**config.mk**
```make
export PLATFORM = sky130hd
export DESIGN_NAME = latched_flag_status_bank
export DESIGN_NICKNAME = d
export VERILOG_FILES = /design/src/hdl/flag_status_pkg.sv /design/src/hdl/latched_flag_status_bank.sv
export SDC_FILE = /design/constraint.sdc
export NUM_CORES = 1
export LEC_CHECK = 0
export BUFFER_PORTS_ARGS = -buffer_cell sky130_fd_sc_hd__buf_2
export CAP_MARGIN = 25
export CORE_MARGIN = 2
export CORE_UTILIZATION = 50
export DETAILED_ROUTE_END_ITERATION = 16
export GPL_TIMING_DRIVEN = 0
export HOLD_SLACK_MARGIN = 0.08
export PLACE_DENSITY = 0.8
export SLEW_MARGIN = 15
export SYNTH_ARGS = -nofsm -noshare
export SYNTH_HDL_FRONTEND = slang
export SYNTH_SLANG_ARGS = --single-unit
```
**constraint.sdc**
```tcl
create_clock -name I_CLK_SYS -period 2.2 [get_ports I_CLK_SYS]
set_input_delay 0.11 -clock I_CLK_SYS [delete_from_list [all_inputs] [get_ports I_CLK_SYS]]
set_output_delay 0.11 -clock I_CLK_SYS [all_outputs]
set_load 0.01 [all_outputs]
```
**src/hdl/flag_status_pkg.sv**
```systemverilog
package flag_status_pkg;

	// Nibble fields: bit 3 is channel 4 for per-channel bits; alarm nibbles are
	// {high alarm, low alarm, high warning, low warning}; 16-bit groups are {ch1,ch2,ch3,ch4}
	typedef struct packed {
		logic [3:0]  rx_los;
		logic [3:0]  tx_fault;
		logic [3:0]  temp;
		logic [3:0]  vcc;
		logic [15:0] rx_power;
		logic [15:0] tx_bias;
		logic [15:0] tx_power;
	} flag_cond_t;

	typedef enum logic [3:0] {
		ST_IDLE      = 4'h0,
		ST_DEV_ADDR  = 4'h1,
		ST_DEV_ACK   = 4'h3,
		ST_WORD_ADDR = 4'h2,
		ST_WORD_ACK  = 4'h6,
		ST_WR_DATA   = 4'h7,
		ST_WR_ACK    = 4'h5,
		ST_RD_DATA   = 4'h4,
		ST_RD_ACK    = 4'hc
	} link_state_t;

	localparam logic [6:0] DEVICE_ADDRESS       = 7'h50;
	localparam logic [7:0] OFS_STATUS_RESERVED  = 8'h01;
	localparam logic [7:0] OFS_MODULE_STATUS    = 8'h02;
	localparam logic [7:0] OFS_SIGNAL_LOSS      = 8'h03;
	localparam logic [7:0] OFS_TX_FAULT         = 8'h04;
	localparam logic [7:0] OFS_CHANNEL_RESERVED = 8'h05;
	localparam logic [7:0] OFS_TEMPERATURE      = 8'h06;
	localparam logic [7:0] OFS_SUPPLY_VOLTAGE   = 8'h07;
	localparam logic [7:0] OFS_MODULE_RESERVED  = 8'h08;
	localparam logic [7:0] OFS_RX_POWER_CH12    = 8'h09;
	localparam logic [7:0] OFS_RX_POWER_CH34    = 8'h0a;
	localparam logic [7:0] OFS_TX_BIAS_CH12     = 8'h0b;
	localparam logic [7:0] OFS_TX_BIAS_CH34     = 8'h0c;
	localparam logic [7:0] OFS_TX_POWER_CH12    = 8'h0d;
	localparam logic [7:0] OFS_TX_POWER_CH34    = 8'h0e;
	localparam logic [7:0] OFS_SET4_RESERVED    = 8'h0f;
	localparam logic [7:0] OFS_SET5_RESERVED    = 8'h11;
	localparam logic [7:0] OFS_SET6_RESERVED    = 8'h13;
	localparam logic [7:0] OFS_TAIL_RESERVED    = 8'h15;
	localparam int         FLAG_FIRST           = 3;
	localparam int         FLAG_LAST            = 21;
	localparam int         BIT_INTERRUPT        = 1;
	localparam int         BIT_NOT_READY        = 0;
	localparam logic [7:0] FLAG_RESET           = 8'h00;
	localparam logic       NOT_READY_RESET      = 1'b1;
	localparam logic [2:0] BIT_COUNT_LAST       = 3'h7;

endpackage

```
**src/hdl/latched_flag_status_bank.sv**
```systemverilog
module latched_flag_status_bank (
	input  wire                         I_CLK_SYS,
	input  wire                         I_RST,
	input  wire                         I_MODULE_RESET_N,
	input  wire                         I_SCL,
	input  wire                         I_SDA,
	output logic                        O_SDA,
	output logic                        O_SDA_OE,
	input  flag_status_pkg::flag_cond_t I_FLAG_COND,
	input  flag_status_pkg::flag_cond_t I_FLAG_MASK,
	input  wire                         I_MONITOR_READY,
	output logic                        O_INTERRUPT_OUT_N
);

	logic [2:0]                   scl_sync;
	logic [2:0]                   sda_sync;
	logic [1:0]                   reset_sync;
	logic                         scl_rise;
	logic                         scl_fall;
	logic                         start_seen;
	logic                         stop_seen;
	logic                         module_reset;
	flag_status_pkg::link_state_t state;
	logic [2:0]                   bit_count;
	logic                         byte_done;
	logic [7:0]                   shift_in;
	logic [7:0]                   shift_out;
	logic                         read_mode;
	logic                         host_ack;
	logic [7:0]                   pointer;
	logic [7:0]                   read_data;
	logic                         load_byte;
	logic                         data_not_ready;
	logic [7:0]                   flags [flag_status_pkg::FLAG_FIRST:flag_status_pkg::FLAG_LAST];
	logic                         next_interrupt_n;

	// Places the condition or mask bits of one flag byte; reserved bits stay zero
	function automatic logic [7:0] flag_bits(input flag_status_pkg::flag_cond_t c, input logic [7:0] ofs);
		logic [7:0] b;
		b = 8'h00;
		if (ofs == flag_status_pkg::OFS_SIGNAL_LOSS) begin
			b = {4'h0, c.rx_los};
		end else if (ofs == flag_status_pkg::OFS_TX_FAULT) begin
			b = {4'h0, c.tx_fault};
		end else if (ofs == flag_status_pkg::OFS_TEMPERATURE) begin
			b = {c.temp, 4'h0};
		end else if (ofs == flag_status_pkg::OFS_SUPPLY_VOLTAGE) begin
			b = {c.vcc, 4'h0};
		end else if (ofs == flag_status_pkg::OFS_RX_POWER_CH12) begin
			b = c.rx_power[15:8];
		end else if (ofs == flag_status_pkg::OFS_RX_POWER_CH34) begin
			b = c.rx_power[7:0];
		end else if (ofs == flag_status_pkg::OFS_TX_BIAS_CH12) begin
			b = c.tx_bias[15:8];
		end else if (ofs == flag_status_pkg::OFS_TX_BIAS_CH34) begin
			b = c.tx_bias[7:0];
		end else if (ofs == flag_status_pkg::OFS_TX_POWER_CH12) begin
			b = c.tx_power[15:8];
		end else if (ofs == flag_status_pkg::OFS_TX_POWER_CH34) begin
			b = c.tx_power[7:0];
		end
		return b; // Bytes 5, 8 and 15 to 21 fall through as zero
	endfunction

	// Pins from outside the clock domain pass two flops; the third stage only serves edge detection
	always_ff @(posedge I_CLK_SYS) begin
		if (I_RST) begin
			scl_sync   <= 3'h7;
			sda_sync   <= 3'h7;
			reset_sync <= 2'h3;
		end else begin
			scl_sync   <= {scl_sync[1:0], I_SCL};
			sda_sync   <= {sda_sync[1:0], I_SDA};
			reset_sync <= {reset_sync[0], I_MODULE_RESET_N};
		end
	end

	assign scl_rise     = scl_sync[1] & ~scl_sync[2];
	assign scl_fall     = ~scl_sync[1] & scl_sync[2];
	assign start_seen   = scl_sync[1] & scl_sync[2] & ~sda_sync[1] & sda_sync[2];
	assign stop_seen    = scl_sync[1] & scl_sync[2] & sda_sync[1] & ~sda_sync[2];
	assign module_reset = ~reset_sync[1];

	// Open-drain data line: only ever pulled low
	assign O_SDA = 1'b0;

	// A byte is fetched for the host on the falling edge that ends an acknowledge
	assign load_byte = scl_fall & ~start_seen & ~stop_seen &
		((state == flag_status_pkg::ST_DEV_ACK & read_mode) |
		 (state == flag_status_pkg::ST_RD_ACK & host_ack));

	always_comb begin
		read_data = 8'h00;
		if (pointer == flag_status_pkg::OFS_MODULE_STATUS) begin
			read_data                                = 8'h00;
			read_data[flag_status_pkg::BIT_INTERRUPT] = O_INTERRUPT_OUT_N;
			read_data[flag_status_pkg::BIT_NOT_READY] = data_not_ready;
		end else if (pointer >= 8'(flag_status_pkg::FLAG_FIRST) && pointer <= 8'(flag_status_pkg::FLAG_LAST)) begin
			read_data = flags[pointer[4:0]];
		end
	end

	// Two-wire slave: sample on rising SCL, change SDA on falling SCL
	always_ff @(posedge I_CLK_SYS) begin
		if (I_RST) begin
			state     <= flag_status_pkg::ST_IDLE;
			bit_count <= 3'h0;
			byte_done <= 1'b0;
			shift_in  <= 8'h00;
			shift_out <= 8'h00;
			read_mode <= 1'b0;
			host_ack  <= 1'b0;
			pointer   <= 8'h00;
			O_SDA_OE  <= 1'b0;
		end else if (start_seen) begin
			state     <= flag_status_pkg::ST_DEV_ADDR;
			bit_count <= 3'h0;
			byte_done <= 1'b0;
			O_SDA_OE  <= 1'b0;
		end else if (stop_seen) begin
			state    <= flag_status_pkg::ST_IDLE;
			O_SDA_OE <= 1'b0;
		end else if (scl_rise) begin
			if (state == flag_status_pkg::ST_RD_ACK) begin
				host_ack <= ~sda_sync[1];
			end else if (state == flag_status_pkg::ST_DEV_ADDR || state == flag_status_pkg::ST_WORD_ADDR ||
				state == flag_status_pkg::ST_WR_DATA || state == flag_status_pkg::ST_RD_DATA) begin
				shift_in  <= {shift_in[6:0], sda_sync[1]};
				bit_count <= bit_count + 3'h1;
				if (bit_count == flag_status_pkg::BIT_COUNT_LAST) begin
					byte_done <= 1'b1;
				end
			end
		end else if (scl_fall) begin
			case (state)
				flag_status_pkg::ST_DEV_ADDR: begin
					if (byte_done) begin
						if (shift_in[7:1] == flag_status_pkg::DEVICE_ADDRESS) begin
							read_mode <= shift_in[0];
							O_SDA_OE  <= 1'b1;
							state     <= flag_status_pkg::ST_DEV_ACK;
						end else begin
							state <= flag_status_pkg::ST_IDLE;
						end
					end
				end
				flag_status_pkg::ST_DEV_ACK: begin
					byte_done <= 1'b0;
					bit_count <= 3'h0;
					if (read_mode) begin
						shift_out <= read_data;
						O_SDA_OE  <= ~read_data[7];
						pointer   <= pointer + 8'h01;
						state     <= flag_status_pkg::ST_RD_DATA;
					end else begin
						O_SDA_OE <= 1'b0;
						state    <= flag_status_pkg::ST_WORD_ADDR;
					end
				end
				flag_status_pkg::ST_WORD_ADDR: begin
					if (byte_done) begin
						pointer  <= shift_in;
						O_SDA_OE <= 1'b1;
						state    <= flag_status_pkg::ST_WORD_ACK;
					end
				end
				flag_status_pkg::ST_WR_DATA: begin
					// Data is acknowledged but dropped: everything here is read-only
					if (byte_done) begin
						pointer  <= pointer + 8'h01;
						O_SDA_OE <= 1'b1;
						state    <= flag_status_pkg::ST_WR_ACK;
					end
				end
				flag_status_pkg::ST_WORD_ACK, flag_status_pkg::ST_WR_ACK: begin
					byte_done <= 1'b0;
					bit_count <= 3'h0;
					O_SDA_OE  <= 1'b0;
					state     <= flag_status_pkg::ST_WR_DATA;
				end
				flag_status_pkg::ST_RD_DATA: begin
					if (byte_done) begin
						O_SDA_OE <= 1'b0;
						host_ack <= 1'b0;
						state    <= flag_status_pkg::ST_RD_ACK;
					end else begin
						shift_out <= {shift_out[6:0], 1'b0};
						O_SDA_OE  <= ~shift_out[6];
					end
				end
				flag_status_pkg::ST_RD_ACK: begin
					byte_done <= 1'b0;
					bit_count <= 3'h0;
					if (host_ack) begin
						shift_out <= read_data;
						O_SDA_OE  <= ~read_data[7];
						pointer   <= pointer + 8'h01;
						state     <= flag_status_pkg::ST_RD_DATA;
					end else begin
						state <= flag_status_pkg::ST_IDLE;
					end
				end
				default: begin
					O_SDA_OE <= 1'b0;
				end
			endcase
		end
	end

	// Clear of a fetched byte and a condition in the same cycle: the condition wins
	always_ff @(posedge I_CLK_SYS) begin
		for (int i = flag_status_pkg::FLAG_FIRST; i <= flag_status_pkg::FLAG_LAST; i++) begin
			if (I_RST || module_reset) begin
				flags[i] <= flag_status_pkg::FLAG_RESET;
			end else if (load_byte && pointer == 8'(i)) begin
				flags[i] <= flag_bits(I_FLAG_COND, 8'(i));
			end else begin
				flags[i] <= flags[i] | flag_bits(I_FLAG_COND, 8'(i));
			end
		end
	end

	always_ff @(posedge I_CLK_SYS) begin
		if (I_RST) begin
			data_not_ready <= flag_status_pkg::NOT_READY_RESET;
		end else if (I_MONITOR_READY) begin
			data_not_ready <= 1'b0;
		end
	end

	// A set mask bit hides that flag from the pin but not from the byte
	always_comb begin
		next_interrupt_n = 1'b1;
		for (int i = flag_status_pkg::FLAG_FIRST; i <= flag_status_pkg::FLAG_LAST; i++) begin
			if (|(flags[i] & ~flag_bits(I_FLAG_MASK, 8'(i)))) begin
				next_interrupt_n = 1'b0;
			end
		end
	end

	always_ff @(posedge I_CLK_SYS) begin
		if (I_RST) begin
			O_INTERRUPT_OUT_N <= 1'b1;
		end else begin
			O_INTERRUPT_OUT_N <= next_interrupt_n;
		end
	end

endmodule
```
==> flow_summary.json <==
{
  "status": "finished, violations left",
  "violations": "negative setup slack",
  "syn_area_sq_um": 6430,
  "drv_slew": 0,
  "area_growth_pct": 42.8,
  "critPathTopFamily": "compound AO/OA/AOI/OAI gates",
  "die_w_um": 117,
  "vias": 6779,
  "fp.coreArea_sq_um": 12600,
  "drive_gt1_share_pct": 26.7,
  "timing.final.ws_setup_ns": -0.0545,
  "cts_num_sinks": 113,
  "r2r_end": "flags[14][0]",
  "min_period_over_period_pct": 102,
  "cts_buffer_depth": 2,
  "synth_cell_type_count": 65,
  "die_h_um": 117,
  "final_cell_area_sq_um": 9180,
  "synthArstFlopShare_pct": 0,
  "hold_end": "scl_sync[2]",
  "postRouteWirelength_um": 22300,
  "dp_cells": 1024,
  "rsz0062_at_grt": "true",
  "yosysTopAreaCellShare_pct": 29.9,
  "fill_cells": 875,
  "skew_ns": 0.0104,
  "critPathLaunchType": "flop",
  "drc": 0,
  "syn_inst": 654,
  "drt_iter0_markers": 758,
  "drv_cap": 0,
  "cp.arrival_ns": 2.42,
  "overflow": 0,
  "drt-wirelength-per-cell_um": 19.7,
  "rows": 41,
  "track_usage_pct": 31.3,
  "synth-seq-area-share_pct": 45.1,
  "ir_drop_v": 0.000357,
  "hold_path_class": "in -> reg",
  "r2r_slack_ns": -0.05,
  "path_class": "reg -> reg",
  "reg2reg_from": "state[2]",
  "p_per_area_nw_per_um2": 642,
  "clk_latency_ns": 0.41,
  "endpoint_kind": "flop",
  "grt_pass1_wl_um": 33600,
  "clk_pin_slew_ns": 0.05,
  "finalCriticalPeriod_ns": 2.25,
  "r2r_cells": 6,
  "timing.setup.tns_ns": -0.952,
  "antenna_found_initial": 0,
  "diodes": 0,
  "cts_tree": "built",
  "hp-start": "I_RST",
  "final_cells": 1133,
  "synth_warnings": 0,
  "drt_pass1_iterations": 6,
  "ant_nets": 0,
  "startpoint": "state[2]",
  "place_congestion": 0.950,
  "cp.required_ns": 2.36,
  "placed_area_sq_um": 7560,
  "die-area_sq_um": 13800,
  "vias_per_cell": 5.98,
  "root_buffer": "clkbuf_16",
  "yosys_register_bits": 113,
  "hpwl_um": 15100,
  "fmax_ghz": 0.444,
  "io_buffers": 135,
  "initial_core_util_pct": 51.2,
  "path_cells": "buf_6, nor4bb_4, a22oi_2, nor3_4, a31oi_2, a22o_1",
  "synth_edf_count": 64,
  "worstPathMaxFanout": 8,
  "grt_pass1_vias": 6486,
  "avgSynthCellArea_sq_um": 9.83,
  "worst_pin_slew_ns": 0.793,
  "io_pins": 137,
  "yosys_most_used_dff": "edfxtp_1",
  "grt_max_degree": 17,
  "cts_buffers": 17,
  "hold_viol": 0,
  "regArea_sq_um": 2910,
  "yosysTopAreaCell": "edfxtp_1",
  "whs_path_depth": 3,
  "relSlewSlack_pct": 47.1,
  "htree_levels": 4,
  "finalSetupViolCount": 29,
  "critPathBufInv": 1,
  "p_leak_nw": 3.81,
  "crit_slowest_cell": "nor4bb_4",
  "synth_area_leaders": "edfxtp_1 30%, dfxtp_1 15%, a22o_1 8.4%, inv_1 4.1%, mux2_2 3.2%",
  "multi_input_area_sq_um": 3540,
  "whs_ns": 0.154,
  "nets": 1093,
  "critPathMaxStageDelay_ns": 0.40
}
-- cell type report --
cell class | count | share of cell area, %
flip-flops and latches | 113 | 31.7
well taps | 172 | 2.34
plain buffers | 38 | 1.98
multi-input cells | 491 | 38.6
clock buffers | 25 | 5.98
repair buffers | 215 | 16.0
clock inverters | 7 | 0.463
inverters | 72 | 2.94
-- how the worst max path moves through the flow --
stage,cells after the start,end
5_1_grt,6,flags[14][6]
4_1_cts,7,shift_out[5]
3_5_place_dp,6,flags[12][1]
2_1_floorplan,6,flags[3][0]
6_report,6,flags[14][0]
3_3_place_gp,6,flags[14][0]
-- Yosys cell counts, types with 3 or more instances --
master     count
nor2b_1        8
o32ai_1        4
a21oi_1       20
nand3_1       13
ha_1          11
nand2_1       30
a21o_1         3
a31oi_1       13
nand2b_1      16
a211oi_1      11
edfxtp_1      64
a22oi_1        8
mux2i_1       14
a221oi_1      19
and3_1         3
a311oi_1       6
inv_1         71
dfxtp_1       49
nor3b_1        3
clkbuf_1      29
mux2_2        18
o21ai_0       13
buf_4          3
buf_2          7
o22ai_1       20
o31ai_1        5
nor3_1        15
nor4_1         5
a22o_1        62
o211a_1        3
nor2_1        44
a32oi_1        5
o311ai_0       5
nand4_1        5
or2_2          6
o2111ai_1      3
-- metrics by stage --
stage / power [mW] / utilization, % / setup slack, ns
after detailed placement: 3.06 / 60.1 / -0.376
after global placement: 3.04 / 60.1 / -0.376
after global routing: 6.06 / 73.1 / -0.130
after CTS: 5.83 / 71.3 / -0.0422
final: 5.90 / 73.1 / -0.0545
after floorplan: 2.78 / - / 0.0710
-- tightest hold or removal path, cell delays in order --
cell and delay, ns:
buf_2 0.14, clkinv_1 0.19, nand2_1 0.08
-- flip-flops by register name, indices dropped and copies added (netlist names), named ones only --
name / cells
flags: 64
pointer: 8
shift_in: 8
shift_out: 7
state: 4
bit_count: 3
scl_sync: 3
sda_sync: 3
reset_sync: 2
O_INTERRUPT_OUT_N: 1
O_SDA_OE: 1
byte_done: 1
data_not_ready: 1
host_ack: 1
read_mode: 1
-- cell families (layout without fill, tap and decap cells) --
family	after synthesis	in the layout	share of synthesized area [%]
AO/OA/AOI/OAI	212	212	25.5
XOR/XNOR	2	2	0.272
adder cells (fa/ha/maj)	12	12	2.30
buffers and inverters	113	357	6.91
flip-flops	113	113	45.1
multiplexers	32	32	5.33
other	2	65	0.117
AND/OR/NAND/NOR	168	168	14.4
-- where the power goes --
part	switching, mW	total [mW]	leakage, nW	internal (mW)
logic	0.338	0.694	2.47	0.356
registers	0.110	2.48	1.04	2.37
clock network	0.998	2.72	0.295	1.73
total	1.45	5.90	3.81	4.45
-- per-layer routing --
metal | share of wire (%) | up-vias | global-route usage, %
li1 | - | 3029 | -
met1 | 38 | 3200 | 40.3
met2 | 47 | 474 | 50.8
met3 | 11 | 76 | 7.73
met4 | 3.7 | 0 | 12.6
met5 | 0 | - | 0
-- cell usage in the layout (no fill, tap or decap), types with 4 or more instances in the layout --
cell type | synthesis | final
a221oi_1 | 19 | 18
dlygate4sd3_1 | 0 | 68
nand4_1 | 5 | 5
or2_2 | 6 | 6
clkbuf_16 | 0 | 20
a21oi_2 | 0 | 4
o31ai_1 | 5 | 4
clkinv_2 | 0 | 4
nor2_1 | 44 | 43
nand2b_1 | 16 | 16
o21ai_0 | 13 | 13
o22ai_1 | 20 | 20
a31oi_1 | 13 | 5
a211oi_1 | 11 | 10
inv_1 | 71 | 71
a21oi_1 | 20 | 16
mux2_2 | 18 | 18
nor2b_1 | 8 | 8
mux2i_1 | 14 | 14
nand3_1 | 13 | 13
o32ai_1 | 4 | 4
ha_1 | 11 | 10
a22o_1 | 62 | 62
nand2_1 | 30 | 30
a311oi_1 | 6 | 6
o311ai_0 | 5 | 4
conb_1 | 2 | 65
dfxtp_1 | 49 | 45
edfxtp_1 | 64 | 64
nor4_1 | 5 | 4
buf_2 | 7 | 137
a31oi_2 | 0 | 6
a22oi_1 | 8 | 6
clkbuf_1 | 29 | 27
buf_4 | 3 | 13
nor3_1 | 15 | 10
nor3_4 | 1 | 4
a32oi_1 | 5 | 5
-- timing repair --
item                       CTS  global route
pin swaps                    6            12
setup buffers                2            10
resized for setup           25            35
hold buffers                68             0
cloned                       0             0
setup endpoints to repair   77            95
hold endpoints to repair    68             0
No activity file was read; power rests on OpenSTA's default activity.
